--- src/fcel_map.svh ---
// Offsets, field positions and reset values of the flow channel event logic.
// Assumes APB byte addressing, 32-bit data, registers in the low bits.
// Operation
// - One interrupt request fed by the two channel flow done flags.
// - Each flow done flag is gated by its own channel enable bit.
// - A global interrupt enable further gates the controller interrupt request.
// - Interrupt asserted whenever either enabled flow done flag is set.
// - Hardware sets a channel flag when its programmed flow completes.
// - Immediate abort sets the flag once the current byte has finished.
// - Delayed abort sets the flag once the current data packet has finished.
// - Abort during descriptor writing never sets the channel flag.
// - Writing one to the acknowledge bit clears that channel flag.
// - Software can never set a flow done flag directly.
// - Abort mode clear stops after the byte, set after the packet.
// - Busy sets when the descriptor is complete, clears on end or abort.
// - Abort during descriptor writing resets that channel descriptor contents.
// - After abort, two descriptor reads return remaining packets, MSB first.
`ifndef FCEL_MAP_SVH
`define FCEL_MAP_SVH

// ==========================================================
// Register byte offsets
`define FCEL_OFF_CFG      8'h00
`define FCEL_OFF_CHCTRL   8'h04
`define FCEL_OFF_STATUS   8'h08
`define FCEL_OFF_CPUIEN   8'h0c
`define FCEL_OFF_DESC0    8'h10
`define FCEL_OFF_DESC1    8'h14

// ==========================================================
// Field positions
`define FCEL_CFG_EN_BIT   0
`define FCEL_CFG_MODE_BIT 1
`define FCEL_CFG_PRIO_LSB 2
`define FCEL_CH_STRIDE    4
`define FCEL_CC_ABT_BIT   0
`define FCEL_CC_ACK_BIT   1
`define FCEL_CC_EN_BIT    2
`define FCEL_ST_BUSY_BIT  0
`define FCEL_ST_FLAG_BIT  1
`define FCEL_IEN_GLB_BIT  0

// ==========================================================
// Descriptor layout and reset values
`define FCEL_DESC_CNT_HI  3'h3
`define FCEL_DESC_LAST    3'h4
`define FCEL_DESC_AW      3
`define FCEL_CNT_ONE      16'h0001
`define FCEL_CNT_ZERO     16'h0000
`define FCEL_RST_BYTE     8'h00
`define FCEL_RST_WORD     32'h0000_0000

`endif

--- src/fcel_pkg.sv ---
// Types shared by the flow channel event logic.
// Assumes fcel_map.svh supplies all numeric constants.
package fcel_pkg;

  // Channel sequencing states
  typedef enum logic [1:0] {FCEL_IDLE, FCEL_RUN, FCEL_ABT_BYTE, FCEL_ABT_PKT} fcel_state_t;

  // Progress strobes from the data path of one channel
  typedef struct packed {
    logic byte_done;
    logic pkt_done;
  } fcel_dp_t;

  // Channel state seen by software
  typedef struct packed {
    logic        busy;
    logic        flag;
    logic [15:0] remain;
  } fcel_stat_t;

endpackage

--- src/fcel_desc_mem.sv ---
// Descriptor byte store for both channels, registered read port.
// Assumes the top address bit selects the channel.
`timescale 1ns/1ps
`include "fcel_map.svh"
module fcel_desc_mem import fcel_pkg::*; #(
  parameter int DW    = 8,
  parameter int AW    = 4,
  parameter int DEPTH = 16
) (
  // Clock and reset
  input  wire logic          clk,
  input  wire logic          rstn,
  // Write side
  input  wire logic          wr_en,
  input  wire logic [AW-1:0] wr_addr,
  input  wire logic [DW-1:0] wr_data,
  input  wire logic [1:0]    clr_ch,
  // Read side
  input  wire logic [AW-1:0] rd_addr,
  output logic      [DW-1:0] rd_data
);

  logic [DW-1:0] mem_reg  [DEPTH];
  logic [DW-1:0] mem_next [DEPTH];
  logic [DW-1:0] rd_next;

  // ==========================================================
  // Entries: a channel clear wipes its half, beating any write
  for (genvar e = 0; e < DEPTH; e++)
  begin : g_ent
    always_comb
    begin
      mem_next[e] = mem_reg[e];
      if (clr_ch[e / (DEPTH / 2)])
        mem_next[e] = '0;
      else if (wr_en && wr_addr == AW'(e))
        mem_next[e] = wr_data;
    end

    always_ff @(posedge clk or negedge rstn)
    begin
      if (!rstn)
        mem_reg[e] <= '0;
      else
        mem_reg[e] <= mem_next[e];
    end
  end

  // ==========================================================
  // Registered read
  always_comb
  begin
    rd_next = mem_reg[rd_addr];
  end

  always_ff @(posedge clk or negedge rstn)
  begin
    if (!rstn)
      rd_data <= '0;
    else
      rd_data <= rd_next;
  end

endmodule

--- src/fcel_channel.sv ---
// One channel: descriptor loading, busy, aborts and the flow done flag.
// Assumes progress strobes arrive on the same clock, one cycle wide.
`timescale 1ns/1ps
`include "fcel_map.svh"
module fcel_channel import fcel_pkg::*; #(
  parameter int CNT_W = 16
) (
  // Clock and reset
  input  wire logic             clk,
  input  wire logic             rstn,
  // Software strobes
  input  wire logic             desc_wr,
  input  wire logic [7:0]       desc_byte,
  input  wire logic             abort_req,
  input  wire logic             abort_mode_sel,
  input  wire logic             ack,
  input  wire logic             enable,
  // Data path
  input  wire fcel_dp_t         dp,
  output logic                  run,
  // State out
  output fcel_stat_t            stat,
  output logic [`FCEL_DESC_AW-1:0] wr_idx,
  output logic                  desc_clr
);

  fcel_state_t      state_reg, state_next;
  logic [7:0]       hi_reg, hi_next;
  logic [CNT_W-1:0] cnt_reg, cnt_next;
  logic [`FCEL_DESC_AW-1:0] idx_next;
  logic             flag_next, busy_next, run_next, clr_next, set_ev;

  // ==========================================================
  // Sequencer
  always_comb
  begin
    state_next = state_reg;
    hi_next    = hi_reg;
    cnt_next   = cnt_reg;
    idx_next   = wr_idx;
    clr_next   = 1'b0;
    set_ev     = 1'b0;
    // Packet countdown; zero means continuous, never ends
    if (state_reg != FCEL_IDLE && dp.pkt_done && cnt_reg != `FCEL_CNT_ZERO)
      cnt_next = cnt_reg - `FCEL_CNT_ONE;
    case (state_reg)
      FCEL_IDLE:
      begin
        if (abort_req && wr_idx != '0)
        begin
          idx_next = '0;    // Half-written descriptor dropped, no flag
          clr_next = 1'b1;
          cnt_next = '0;
        end
        else if (desc_wr)
        begin
          if (wr_idx == `FCEL_DESC_CNT_HI)
            hi_next = desc_byte;
          if (wr_idx == `FCEL_DESC_LAST)
          begin
            cnt_next   = {hi_reg, desc_byte};
            idx_next   = '0;
            state_next = FCEL_RUN;
          end
          else
            idx_next = wr_idx + 1'b1;
        end
      end
      FCEL_RUN:
      begin
        if (dp.pkt_done && cnt_reg == `FCEL_CNT_ONE)
        begin
          set_ev     = 1'b1;
          state_next = FCEL_IDLE;
        end
        else if (abort_req)
          state_next = abort_mode_sel ? FCEL_ABT_PKT : FCEL_ABT_BYTE;
      end
      FCEL_ABT_BYTE:
      begin
        if (dp.byte_done || dp.pkt_done)
        begin
          set_ev     = 1'b1;
          state_next = FCEL_IDLE;
        end
      end
      FCEL_ABT_PKT:
      begin
        if (dp.pkt_done)
        begin
          set_ev     = 1'b1;
          state_next = FCEL_IDLE;
        end
      end
      default:
        state_next = FCEL_IDLE;
    endcase
    // Set beats a same-cycle acknowledge
    flag_next = set_ev | (stat.flag & ~ack);
    busy_next = (state_next != FCEL_IDLE);
    run_next  = busy_next & enable;
  end

  always_ff @(posedge clk or negedge rstn)
  begin
    if (!rstn)
    begin
      state_reg <= FCEL_IDLE;
      hi_reg    <= `FCEL_RST_BYTE;
      cnt_reg   <= '0;
      wr_idx    <= '0;
      desc_clr  <= 1'b0;
      stat      <= '0;
      run       <= 1'b0;
    end
    else
    begin
      state_reg   <= state_next;
      hi_reg      <= hi_next;
      cnt_reg     <= cnt_next;
      wr_idx      <= idx_next;
      desc_clr    <= clr_next;
      stat.busy   <= busy_next;
      stat.flag   <= flag_next;
      stat.remain <= CNT_W'(cnt_next);
      run         <= run_next;
    end
  end

endmodule

--- src/fcel_top.sv ---
// Flow channel event logic: APB registers, two channels, interrupt request.
// Assumes the data path moves bytes and reports byte and packet ends.
// Software ends the bus request; the slave adds one wait cycle.
`timescale 1ns/1ps
`include "fcel_map.svh"
module fcel_top import fcel_pkg::*; #(
  parameter int ADDR_W = 8,
  parameter int NCH    = 2
) (
  // Clock and reset
  input  wire logic              pclk,
  input  wire logic              presetn,
  // APB slave
  input  wire logic [ADDR_W-1:0] paddr,
  input  wire logic              psel,
  input  wire logic              penable,
  input  wire logic              pwrite,
  input  wire logic [31:0]       pwdata,
  output logic                   pready,
  output logic      [31:0]       prdata,
  output logic                   pslverr,
  // Data path
  input  wire fcel_dp_t [NCH-1:0] dp_evt,
  input  wire logic [3:0]        dp_rd_addr,
  output logic      [NCH-1:0]    ch_run,
  output logic      [1:0]        ch_prio,
  output logic      [7:0]        dp_rd_data,
  // Interrupt
  output logic                   irq
);

  // ==========================================================
  // Declarations
  logic             en_reg, en_next;
  logic             mode_reg, mode_next;
  logic [1:0]       prio_next;
  logic [NCH-1:0]   ien_reg, ien_next;
  logic             gie_reg, gie_next;
  logic [NCH-1:0]   msb_sel_reg, msb_sel_next;
  logic             pready_next, pslverr_next, irq_next;
  logic [31:0]      prdata_next;
  logic             acc, wr_fire, rd_fire;
  logic             hit_cfg, hit_cc, hit_st, hit_ien, mapped;
  logic [NCH-1:0]   hit_desc;
  logic [NCH-1:0]   abort_p, ack_p, dwr_p, clr_ch, run_w;
  fcel_stat_t [NCH-1:0] stat;
  logic [`FCEL_DESC_AW-1:0] idx [NCH];
  logic             mem_wr;
  logic [3:0]       mem_addr;
  logic [31:0]      st_word, cc_word;

  // ==========================================================
  // Bus phases: write and read take effect at the pready edge
  assign acc     = psel & penable;
  assign wr_fire = acc & pready & pwrite;
  assign rd_fire = acc & pready & ~pwrite;

  // Address decode
  assign hit_cfg     = (paddr == `FCEL_OFF_CFG);
  assign hit_cc      = (paddr == `FCEL_OFF_CHCTRL);
  assign hit_st      = (paddr == `FCEL_OFF_STATUS);
  assign hit_ien     = (paddr == `FCEL_OFF_CPUIEN);
  assign hit_desc[0] = (paddr == `FCEL_OFF_DESC0);
  assign hit_desc[1] = (paddr == `FCEL_OFF_DESC1);
  assign mapped      = hit_cfg | hit_cc | hit_st | hit_ien | (|hit_desc);

  // ==========================================================
  // Per-channel strobes and the status and control words
  for (genvar c = 0; c < NCH; c++)
  begin : g_ch
    // Acknowledge via control bit, or write-one to the status flag
    assign ack_p[c] = wr_fire & ((hit_cc & pwdata[c*`FCEL_CH_STRIDE + `FCEL_CC_ACK_BIT])
                    | (hit_st & pwdata[c*`FCEL_CH_STRIDE + `FCEL_ST_FLAG_BIT]));
    assign abort_p[c] = wr_fire & hit_cc & pwdata[c*`FCEL_CH_STRIDE + `FCEL_CC_ABT_BIT];
    assign dwr_p[c]   = wr_fire & hit_desc[c] & ~stat[c].busy;
    assign st_word[c*`FCEL_CH_STRIDE + `FCEL_ST_BUSY_BIT] = stat[c].busy;
    assign st_word[c*`FCEL_CH_STRIDE + `FCEL_ST_FLAG_BIT] = stat[c].flag;
    assign st_word[c*`FCEL_CH_STRIDE + 3 -: 2]            = 2'h0;
    assign cc_word[c*`FCEL_CH_STRIDE + `FCEL_CC_EN_BIT]   = ien_reg[c];
    assign cc_word[c*`FCEL_CH_STRIDE + 1 -: 2]            = 2'h0; // Strobes read zero
    assign cc_word[c*`FCEL_CH_STRIDE + 3]                 = 1'b0;

    fcel_channel #(
      .CNT_W (16)
    ) u_ch (
      .clk            (pclk),
      .rstn           (presetn),
      .desc_wr        (dwr_p[c]),
      .desc_byte      (pwdata[7:0]),
      .abort_req      (abort_p[c]),
      .abort_mode_sel (mode_reg),
      .ack            (ack_p[c]),
      .enable         (en_reg),
      .dp             (dp_evt[c]),
      .run            (run_w[c]),
      .stat           (stat[c]),
      .wr_idx         (idx[c]),
      .desc_clr       (clr_ch[c])
    );
  end
  assign st_word[31:NCH*`FCEL_CH_STRIDE] = '0;
  assign cc_word[31:NCH*`FCEL_CH_STRIDE] = '0;
  assign ch_run = run_w;

  // ==========================================================
  // Descriptor store; a busy channel ignores descriptor bytes
  assign mem_wr   = |dwr_p;
  assign mem_addr = dwr_p[1] ? {1'b1, idx[1]} : {1'b0, idx[0]};

  fcel_desc_mem #(
    .DW    (8),
    .AW    (4),
    .DEPTH (16)
  ) u_mem (
    .clk     (pclk),
    .rstn    (presetn),
    .wr_en   (mem_wr),
    .wr_addr (mem_addr),
    .wr_data (pwdata[7:0]),
    .clr_ch  (clr_ch),
    .rd_addr (dp_rd_addr),
    .rd_data (dp_rd_data)
  );

  // ==========================================================
  // Configuration, enables and remaining-count byte select
  always_comb
  begin
    en_next      = en_reg;
    mode_next    = mode_reg;
    prio_next    = ch_prio;
    ien_next     = ien_reg;
    gie_next     = gie_reg;
    msb_sel_next = msb_sel_reg;
    if (wr_fire && hit_cfg)
    begin
      en_next   = pwdata[`FCEL_CFG_EN_BIT];
      mode_next = pwdata[`FCEL_CFG_MODE_BIT];
      prio_next = pwdata[`FCEL_CFG_PRIO_LSB +: 2];
    end
    else if (wr_fire && hit_cc)
    begin
      ien_next[0] = pwdata[`FCEL_CC_EN_BIT];
      ien_next[1] = pwdata[`FCEL_CH_STRIDE + `FCEL_CC_EN_BIT];
    end
    else if (wr_fire && hit_ien)
      gie_next = pwdata[`FCEL_IEN_GLB_BIT];
    // Each descriptor read flips MSB/LSB; abort or new write restarts at MSB
    for (int c = 0; c < NCH; c++)
    begin
      if (abort_p[c] || dwr_p[c])
        msb_sel_next[c] = 1'b0;
      else if (rd_fire && hit_desc[c])
        msb_sel_next[c] = ~msb_sel_reg[c];
    end
  end

  always_ff @(posedge pclk or negedge presetn)
  begin
    if (!presetn)
    begin
      en_reg      <= 1'b0;
      mode_reg    <= 1'b0;
      ch_prio     <= 2'h0;
      ien_reg     <= '0;
      gie_reg     <= 1'b0;
      msb_sel_reg <= '0;
    end
    else
    begin
      en_reg      <= en_next;
      mode_reg    <= mode_next;
      ch_prio     <= prio_next;
      ien_reg     <= ien_next;
      gie_reg     <= gie_next;
      msb_sel_reg <= msb_sel_next;
    end
  end

  // ==========================================================
  // APB answer: one wait cycle keeps every bus output registered
  always_comb
  begin
    pready_next  = acc & ~pready;
    pslverr_next = 1'b0;
    prdata_next  = `FCEL_RST_WORD;
    if (acc && !pready)
    begin
      pslverr_next = ~mapped;
      if (pwrite)
        prdata_next = `FCEL_RST_WORD;
      else if (hit_cfg)
        prdata_next = {28'h0, ch_prio, mode_reg, en_reg};
      else if (hit_cc)
        prdata_next = cc_word;
      else if (hit_st)
        prdata_next = st_word;
      else if (hit_ien)
        prdata_next = {31'h0, gie_reg};
      else if (hit_desc[0])
        prdata_next = {24'h0, msb_sel_reg[0] ? stat[0].remain[7:0] : stat[0].remain[15:8]};
      else if (hit_desc[1])
        prdata_next = {24'h0, msb_sel_reg[1] ? stat[1].remain[7:0] : stat[1].remain[15:8]};
    end
  end

  always_ff @(posedge pclk or negedge presetn)
  begin
    if (!presetn)
    begin
      pready  <= 1'b0;
      pslverr <= 1'b0;
      prdata  <= `FCEL_RST_WORD;
    end
    else
    begin
      pready  <= pready_next;
      pslverr <= pslverr_next;
      prdata  <= prdata_next;
    end
  end

  // ==========================================================
  // Interrupt: one level request from two gated sources
  always_comb
  begin
    irq_next = gie_reg & |(ien_reg & {stat[1].flag, stat[0].flag});
  end

  always_ff @(posedge pclk or negedge presetn)
  begin
    if (!presetn)
      irq <= 1'b0;
    else
      irq <= irq_next;
  end

endmodule

--- config.mk ---
export PLATFORM = sky130hd
export DESIGN_NAME = fcel_top
export DESIGN_NICKNAME = d
export VERILOG_FILES = /design/src/fcel_pkg.sv /design/src/fcel_desc_mem.sv /design/src/fcel_channel.sv /design/src/fcel_top.sv
export VERILOG_INCLUDE_DIRS = /design/src
export SDC_FILE = /design/constraint.sdc
export NUM_CORES = 1
export LEC_CHECK = 0
export BUFFER_PORTS_ARGS = -buffer_cell sky130_fd_sc_hd__clkbuf_2
export CAP_MARGIN = 20
export CORE_ASPECT_RATIO = 2
export CORE_MARGIN = 4
export CORE_UTILIZATION = 55
export DETAILED_ROUTE_END_ITERATION = 16
export HOLD_SLACK_MARGIN = 0.02
export PLACE_DENSITY = 0.74
export SLEW_MARGIN = 15
export SYNTH_ARGS = -nofsm -noshare
export SYNTH_HDL_FRONTEND = slang
export SYNTH_SLANG_ARGS = --single-unit
--- constraint.sdc ---
create_clock -name pclk -period 3.1 [get_ports pclk]
set_input_delay 0.31 -clock pclk [delete_from_list [all_inputs] [get_ports pclk]]
set_output_delay 0.31 -clock pclk [all_outputs]
set_load 0.05 [all_outputs]
==> impl_metrics.json, run 1 <==
{
  "status": "complete, no violations",
  "path_max_fanout": 10,
  "slew_headroom_pct": 50.9,
  "drt_iter0_markers": 592,
  "min_period_ns": 2.45,
  "synthDistinctLibCells": 64,
  "p_per_area_nw_per_um2": 481,
  "cp_slowest_stage_delay_ns": 0.60,
  "synth.top_cell.area_share_pct": 48.1,
  "post_cts_buffers": 0,
  "place_area_um2": 12100,
  "fp.dieArea_um2": 23500,
  "ys_ff_latch": 222,
  "setup_violations": 0,
  "coreArea_um2": 20600,
  "cts-buffers-inserted": 21,
  "insertion_delay_ns": 0.52,
  "hold_path_class": "input pin to flop",
  "htree_levels": 1,
  "ctsLongestPathBuffers": 3,
  "async_flop_share_pct": 100,
  "grt_pass1_vias": 8859,
  "grt_max_degree": 84,
  "crit_path_cell_trace": "nand4_1, buf_4, or4_1, or3_1, mux2i_1, nor2_1",
  "drive_above_1_share_pct": 18.0,
  "fmax_mhz": 408,
  "cts_sinks": 222,
  "hold_viol_final": 0,
  "avgSynthCellArea_um2": 10.6,
  "yosys.area.top_type": "dfrtp_1",
  "drc_errors": 0,
  "wl_per_cell_um": 21.2,
  "die_y_um": 213,
  "cp-start-kind": "flop",
  "yosysSeqAreaShare_pct": 48.1,
  "dp_slack_ns": 0.338,
  "cts-root-buf": "clkbuf_16",
  "core.rowCount": 74,
  "syn_area_um2": 11600,
  "final_common_cell": "dfrtp_1",
  "path_clk_slew_ns": 0.07,
  "layout_common_cells": "dfrtp_1, nand2_1, mux2i_1, a21oi_1, nand2b_1",
  "p_leak_nw": 5.92,
  "cts_tree": "built",
  "whs_ns": 0.134,
  "endpoint_kind": "flop",
  "ir_worst_vdd_mv": 0.375,
  "antenna_found_initial": 2,
  "drv_slew": 0,
  "crit_type": "flop to flop",
  "stdcell_area_um2": 12900,
  "synth-edff-count": 0,
  "place_congestion": 0.941,
  "synth_area_leaders": "dfrtp_1, mux4_2, mux2i_1",
  "critPathRequiredTime_ns": 3.46,
  "finalWorstSetupSlack_ns": 0.650,
  "routed_via_density": 6.03,
  "crit_arrival_ns": 2.81,
  "drt_pre_antenna_iters": 5,
  "place_hpwl_um": 20900,
  "routed_wl_um": 30200,
  "die_w_um": 110,
  "tightest_slew_ns": 0.737,
  "slowest_stage": "or3_1",
  "rsz0062_at_grt": "false",
  "antenna_left": 0,
  "largest_reg_flops": 128,
  "cap_violations": 0,
  "gr-usage-all-layers_pct": 25.9,
  "syn_inst": 1095,
  "ios": 100,
  "fin_crit_sh_pct": 79.0,
  "vias": 8589,
  "grt_overflow": 0,
  "clock_skew_ns": 0.0137,
  "tns_ns": 0,
  "grt_pass1_wl_um": 48200,
  "ys.flop_type": "dfrtp_1",
  "portBuffers": 51,
  "syn_to_final_growth_pct": 11.5,
  "initial_core_util_pct": 56.2,
  "nets": 1208,
  "ys_warn_count": 0
}
==> metrics by stage <==
step / power (W) / cells / util (%)
detailed placement: 0.00334 / 1385 / 58.8
finish: 0.00620 / 1425 / 62.7
global route: 0.00637 / 1424 / 62.7
CTS: 0.00624 / 1424 / 62.7
global placement: 0.00334 / 1385 / 58.8
floorplan: 0.00321 / 1118 / -
==> cells in the mapped netlist (12+ instances only) <==
library cell	number
dfrtp_1	222
nand2_1	178
mux2i_1	82
a21oi_1	71
nand2b_1	60
o21ai_0	53
nor2_1	49
clkbuf_1	42
mux4_2	40
buf_4	26
mux2_2	24
nand3_1	17
nor3_1	17
nor4_1	16
xor2_1	14
xnor2_1	13
ha_1	12
inv_1	12
==> per-layer routing <==
metal | vias up | GRT usage, % | part of all wire [%]
met4 | 4 | 15.9 | 6.9
met5 | - | 0 | 0.089
met3 | 96 | 3.09 | 4.1
met2 | 274 | 46.3 | 53
met1 | 4295 | 29.4 | 36
li1 | 3920 | - | -
==> worst paths after layout <==
kind	start	endpoint	slack, ns	depth (start not counted)
max	pready	u_mem.mem_reg[7]	0.65	6
min	penable	pready	0.13	3
max reg2reg	pready	u_mem.mem_reg[7]	0.65	6
min reg2reg	g_ch[0].u_ch.hi_reg[6]	g_ch[0].u_ch.stat[14]	0.47	2
max in group asynchronous	presetn	u_mem.mem_reg[32]	1.87	3
min in group asynchronous	presetn	g_ch[0].u_ch.stat[2]	0.37	2
==> worst max-delay path: cells and delay by family (launching register included) <==
| kind | cells | cell delay [ns] |
|---|---|---|
| muxes | 1 | 0.29 |
| and+or+nand+nor | 4 | 1.34 |
| buffers and inverters | 1 | 0.20 |
| DFF | 1 | 0.46 |
==> timing repair <==
action                                 4_1_cts  5_1_grt
hold buffers                                 1        0
endpoints found under the hold margin       78        0
resized for setup                            0        0
==> cell families (layout without fill, tap and decap cells) <==
logic type	after synthesis	count (layout)	share of synthesized area (%)
AOI/OAI and AO/OA	168	168	8.31
and+or+nand+nor	421	421	18.7
adders and majority gates	12	12	1.30
other	1	25	0.0325
muxes	146	146	17.2
buffers and inverters	98	138	4.30
DFF	222	222	48.1
xor gates and xnor gates	27	27	2.05
==> report_power, final <==
group | internal (W) | total, W | switching (W)
logic | 0.0000883 | 0.000372 | 0.000283
registers | 0.00291 | 0.00292 | 0.00000827
clock network | 0.00177 | 0.00291 | 0.00114
total | 0.00477 | 0.00620 | 0.00143
==> area by class of cell <==
cell class	count	area, um^2
Fill cell	1701	7670
Multi-Input combinational cell	798	5600
Sequential cell	222	5560
Clock buffer	31	643
Timing Repair Buffer	87	563
Tap cell	266	333
Clock inverter	7	139
Inverter	13	48.8
Antenna cell	1	2.50
Power figures use the tool's default switching activity.
==> inputs of run 2 (changes only) <==
--- a/config.mk
+++ b/config.mk
@@ -6,6 +6,7 @@
 export SDC_FILE = /design/constraint.sdc
 export NUM_CORES = 1
 export LEC_CHECK = 0
+export ABC_AREA = 1
 export BUFFER_PORTS_ARGS = -buffer_cell sky130_fd_sc_hd__clkbuf_2
 export CAP_MARGIN = 20
 export CORE_ASPECT_RATIO = 2
==> constraint.sdc (replaced) <==
create_clock -name pclk -period 2.3 [get_ports pclk]
set_input_delay 0.23 -clock pclk [delete_from_list [all_inputs] [get_ports pclk]]
set_output_delay 0.23 -clock pclk [all_outputs]
set_load 0.05 [all_outputs]
==> run 2 against run 1 <==
Compared with the run above:
- setup slack worse by 0.49 ns
- clock skew up 0.0051 ns
- highest routed layer is now met4
- via count up 30%
- maximum frequency up 15%
- sequential cell count unchanged
- largest power group unchanged
- sequential share of layout area down 2.2 points
- synthesized cell count up 45%
- core utilization up 0.22 points
- critical path type unchanged
==> impl_metrics.json, run 2 <==
{
  "min_period_ns": 2.14,
  "critPathMostFrequentCell": "nand2_1",
  "endpoint_kind": "flop",
  "synthMostInstantiatedCell": "nand2_1",
  "drv_slew": 0,
  "fmax_mhz": 467,
  "cts-buffers-inserted": 21,
  "ios": 100,
  "p_leak_nw": 7.16,
  "drive_above_1_share_pct": 10.3,
  "htree_levels": 1,
  "cp_slowest_stage_delay_ns": 0.43,
  "slowest_stage": "o21ai_4",
  "place_hpwl_um": 26300,
  "setup_violations": 0,
  "cp-start-kind": "flop",
  "cts_tree": "built",
  "cts_sinks": 222,
  "ir_worst_vdd_mv": 0.600,
  "yosys.area.top_type": "dfrtp_1",
  "async_flop_share_pct": 100,
  "syn_area_um2": 12100,
  "crit_type": "flop to flop",
  "status": "complete, no violations",
  "syn_to_final_growth_pct": 12.6,
  "antenna_left": 0,
  "wl_per_cell_um": 18.4,
  "post_cts_buffers": 0,
  "vias": 11100,
  "cap_violations": 0,
  "ys.flop_type": "dfrtp_1",
  "yosysSeqAreaShare_pct": 46.1,
  "layout_common_cells": "nand2_1, dfrtp_1, nand3_1, inv_1, nor2_1",
  "fill_cells": 1927,
  "coreArea_um2": 21600,
  "largest_reg_flops": 128,
  "path_clk_slew_ns": 0.06,
  "cts_resized": 0,
  "synth.top_cell.area_share_pct": 46.1,
  "antenna_found_initial": 0,
  "clock_skew_ns": 0.0188,
  "die_w_um": 113,
  "post-route-util_pct": 62.9,
  "grt_pass1_wl_um": 56700,
  "cts-root-buf": "clkbuf_16",
  "fp.dieArea_um2": 24500,
  "drc_errors": 0,
  "tns_ns": 0,
  "place_congestion": 0.997,
  "ys_warn_count": 0,
  "avgSynthCellArea_um2": 7.59,
  "final_common_cell": "nand2_1",
  "synth-edff-count": 0,
  "grt_max_degree": 65,
  "tightest_slew_ns": 0.747,
  "routed_wl_um": 35900,
  "drt_iter0_markers": 889,
  "rsz0062_at_grt": "false",
  "crit_path_cell_trace": "nand4_1, nor2_1, nand2_4, o21ai_4, nand3_2, inv_2, nand2_1, nand2_1",
  "crit_arrival_ns": 2.59,
  "whs_ns": 0.0818,
  "slew_headroom_pct": 50.0,
  "grt_overflow": 0,
  "syn_inst": 1588,
  "gr-usage-all-layers_pct": 29.2,
  "routed_via_density": 5.70,
  "path_max_fanout": 14,
  "ctsLongestPathBuffers": 3,
  "core.rowCount": 76,
  "diodes": 0,
  "ys_ff_latch": 222,
  "ys_top_cells_by_count": "nand2_1, dfrtp_1, nand3_1",
  "initial_core_util_pct": 55.8,
  "grt_pass1_vias": 11000,
  "fin_crit_sh_pct": 93.0,
  "hold_path_class": "input pin to flop",
  "die_y_um": 217,
  "synth_area_leaders": "dfrtp_1, nand2_1, nand3_1",
  "synthDistinctLibCells": 39,
  "drt_pre_antenna_iters": 6,
  "insertion_delay_ns": 0.52,
  "p_per_area_nw_per_um2": 776,
  "nets": 1731,
  "critPathRequiredTime_ns": 2.75,
  "hold_buffers": 9,
  "hold_viol_final": 0,
  "portBuffers": 51
}
-- run 2: cell types whose count changed in the layout (fill, tap and decap cells not counted), moves of 14 or more --
cell	before	now
a21oi_1	71	46
inv_1	12	137
mux2_2	24	0
mux2i_1	82	32
mux4_2	40	0
nand2_1	178	496
nand2b_1	60	0
nand3_1	17	208
nor2_1	49	119
nor4_1	15	1
o211ai_1	2	43
o21ai_0	53	109
-- run 2: cell families after synthesis --
kind of cell    Yosys count  synth area share (%)
simple gates            865                  30.5
buf+inv                 230                  8.24
flops                   222                  46.1
compound gates          210                  10.1
mux                      32                  2.66
xor+xnor                 16                  1.16
fa+ha+maj                12                  1.25
other cells               1                0.0311
-- run 2: area by class of cell --
class                      instances  area (um^2)  share of cell area (%)
multi-input combinational       1159         5590                    41.2
timing repair buffer             110          808                    5.95
sequential                       222         5560                    40.9
tap                              273          342                    2.52
inverter                         152          579                    4.27
clock inverter                     8         96.3                   0.710
clock buffer                      30          599                    4.42
-- run 2: per-stage QoR --
stage	instances	cell area, um^2	total power, W	worst slack [ns]
floorplan	1611	12100	0.00614	0.206
global placement	1907	12800	0.00694	0.254
detailed placement	1907	12800	0.00699	0.169
CTS	1954	13600	0.0106	0.224
global route	1954	13600	0.0111	0.0166
finish	1954	13600	0.0105	0.161
-- run 2: worst max-delay path, delay by kind of cell (launching register included) --
kind	cells	cell delay, ns
compound gates	1	0.43
buf+inv	1	0.25
flops	1	0.38
simple gates	6	1.01
-- run 2: metal layers --
layer  part of all wire, %  vias up  track usage, %
met5                     0        -               0
met4                   8.9        0            22.1
met3                   4.6      166            3.90
met2                    53      435            52.7
met1                    34     5259            29.8
li1                      -     5283               -
-- run 2: power breakdown --
part	internal, W	switching (W)
combinational	0.000801	0.00175
clock	0.00205	0.00152
sequential	0.00415	0.000271
total	0.00699	0.00354
-- run 2: final timing paths --
kind	from	to	slack, ns	depth (start not counted)
min reg2reg	g_ch[1].u_ch.hi_reg[7]	g_ch[1].u_ch.stat[15]	0.47	2
max	pready	u_mem.mem_reg[72]	0.16	8
max reg2reg	pready	u_mem.mem_reg[72]	0.16	8
min	dp_evt[3]	g_ch[1].u_ch.stat[16]	0.08	3
min in group asynchronous	presetn	g_ch[0].u_ch.stat[14]	0.22	2
max in group asynchronous	presetn	u_mem.mem_reg[77]	1.34	3
==> inputs of run 3 (changes only) <==
==> constraint.sdc (replaced) <==
create_clock -name pclk -period 2.3 [get_ports pclk]
set_input_delay 0.115 -clock pclk [delete_from_list [all_inputs] [get_ports pclk]]
set_output_delay 0.115 -clock pclk [all_outputs]
set_load 0.05 [all_outputs]
==> run 3 against run 2 <==
Compared with the run above:
- critical path depth up 5
- cell count up 0.31%
- wire length down 0.85%
- highest routed layer unchanged
- clock power down 4%
- largest cell class unchanged
==> impl_metrics.json, run 3 (synthesis results as in run 2) <==
{
  "ios": 100,
  "grt_overflow": 0,
  "fp.dieArea_um2": 24500,
  "slew_headroom_pct": 43.7,
  "grt_max_degree": 68,
  "place_hpwl_um": 25700,
  "coreArea_um2": 21600,
  "wl_per_cell_um": 18.1,
  "critPathRequiredTime_ns": 2.70,
  "drt_pre_antenna_iters": 5,
  "routed_via_density": 5.63,
  "whs_ns": 0.0461,
  "portBuffers": 51,
  "tightest_slew_ns": 0.841,
  "cts-root-buf": "clkbuf_16",
  "grt_pass1_vias": 11000,
  "fin_crit_sh_pct": 96.9,
  "met2_usage_pct": 53.0,
  "post_cts_buffers": 0,
  "nets": 1738,
  "gr-usage-all-layers_pct": 29.1,
  "hold_path_class": "input pin to flop",
  "insertion_delay_ns": 0.52,
  "final_common_cell": "nand2_1",
  "drc_errors": 0,
  "layout_common_cells": "nand2_1, dfrtp_1, nand3_1, inv_1, nor2_1",
  "cp-start-kind": "input pin",
  "power_w": 0.0104,
  "path_clk_slew_ns": 0.06,
  "status": "complete, no violations",
  "ir_worst_vdd_mv": 0.659,
  "fill_cells": 1915,
  "post-route-util_pct": 63.3,
  "met3_usage_pct": 3.14,
  "core.rowCount": 76,
  "cts-buffers-inserted": 21,
  "hold_viol_final": 0,
  "grt_pass1_wl_um": 56600,
  "syn_to_final_growth_pct": 13.4,
  "p_per_area_nw_per_um2": 761,
  "tns_ns": 0,
  "diodes": 0,
  "path_max_fanout": 7,
  "cts_sinks": 222,
  "htree_levels": 1,
  "drt_iter0_markers": 948,
  "crit_type": "input pin to flop",
  "largest_reg_flops": 128,
  "grt-busiest-layer": "met2",
  "cap_violations": 0,
  "crit_arrival_ns": 2.63,
  "die_y_um": 217,
  "grt_util_met1_pct": 31.4,
  "place_congestion": 1.03,
  "p_leak_nw": 7.20,
  "drive_above_1_share_pct": 10.3,
  "vias": 11000,
  "fmax_mhz": 449,
  "min_period_ns": 2.23,
  "die_w_um": 113,
  "rsz0062_at_grt": "false",
  "clock_skew_ns": 0.00971,
  "drv_slew": 0,
  "routed_wl_um": 35600,
  "antenna_found_initial": 0,
  "endpoint_kind": "flop",
  "antenna_left": 0,
  "setup_violations": 0,
  "ctsLongestPathBuffers": 3,
  "cts_tree": "built",
  "initial_core_util_pct": 55.8
}
==> run 3: area by class of cell <==
type	count	area, um^2	share of cell area, %
clock inverters	9	77.6	0.568
inverters	152	579	4.24
multi-input cells	1159	5600	41.0
clock buffers	28	582	4.26
flip-flops and latches	222	5560	40.7
well taps	273	342	2.50
repair buffers	117	928	6.79
==> run 3: report_power, final <==
part	leakage (nW)	internal [W]	switching (W)	total (W)
Combinational	3.86	0.000768	0.00176	0.00252
Clock	0.331	0.00190	0.00154	0.00344
Sequential	3.01	0.00414	0.000287	0.00443
Total	7.20	0.00681	0.00359	0.0104
==> run 3: stage by stage <==
stage          std cells  area (um^2)  worst slack [ns]
2_1_floorplan       1611        12100             0.206
3_3_place_gp        1907        12800             0.258
3_5_place_dp        1907        12800             0.160
4_1_cts             1960        13700             0.154
5_1_grt             1960        13700           0.00390
6_report            1960        13700            0.0720
==> run 3: worst paths after layout <==
check | slack [ns] | from | endpoint | cells past startpoint
max in group asynchronous | 1.39 | presetn | g_ch[1].u_ch.run | 3
min reg2reg | 0.48 | g_ch[1].u_ch.hi_reg[3] | g_ch[1].u_ch.stat[11] | 2
min | 0.05 | dp_evt[2] | g_ch[1].u_ch.state_reg[0] | 4
min in group asynchronous | 0.15 | presetn | g_ch[0].u_ch.stat[10] | 2
max reg2reg | 0.23 | pready | g_ch[1].u_ch.stat[0] | 9
max | 0.07 | paddr[2] | g_ch[1].u_ch.stat[16] | 13
==> run 3: per-layer routing <==
layer,part of all wire [%],wire [um]
met5,0,0
met4,7.0,2500
met3,4.9,1740
met2,52,18600
met1,36,12700
==> run 3: worst max-delay path, cell delays in order <==
cell	delay (ns)
dlygate4sd3_1	0.53
clkbuf_2	0.11
inv_1	0.06
nor2_1	0.14
nand2_2	0.11
nor2_2	0.28
buf_4	0.23
inv_1	0.06
nand2_1	0.16
nand3_1	0.10
nand2_1	0.07
o221ai_1	0.09
dlygate4sd3_1	0.56
==> run 3: timing repair <==
| item | in CTS | in global routing |
|---|---|---|
| hold buffers | 16 | 0 |
| gates resized for setup | 0 | 1 |
| endpoints found under the hold margin | 126 | 0 |
| endpoints found under the setup margin | 0 | 4 |
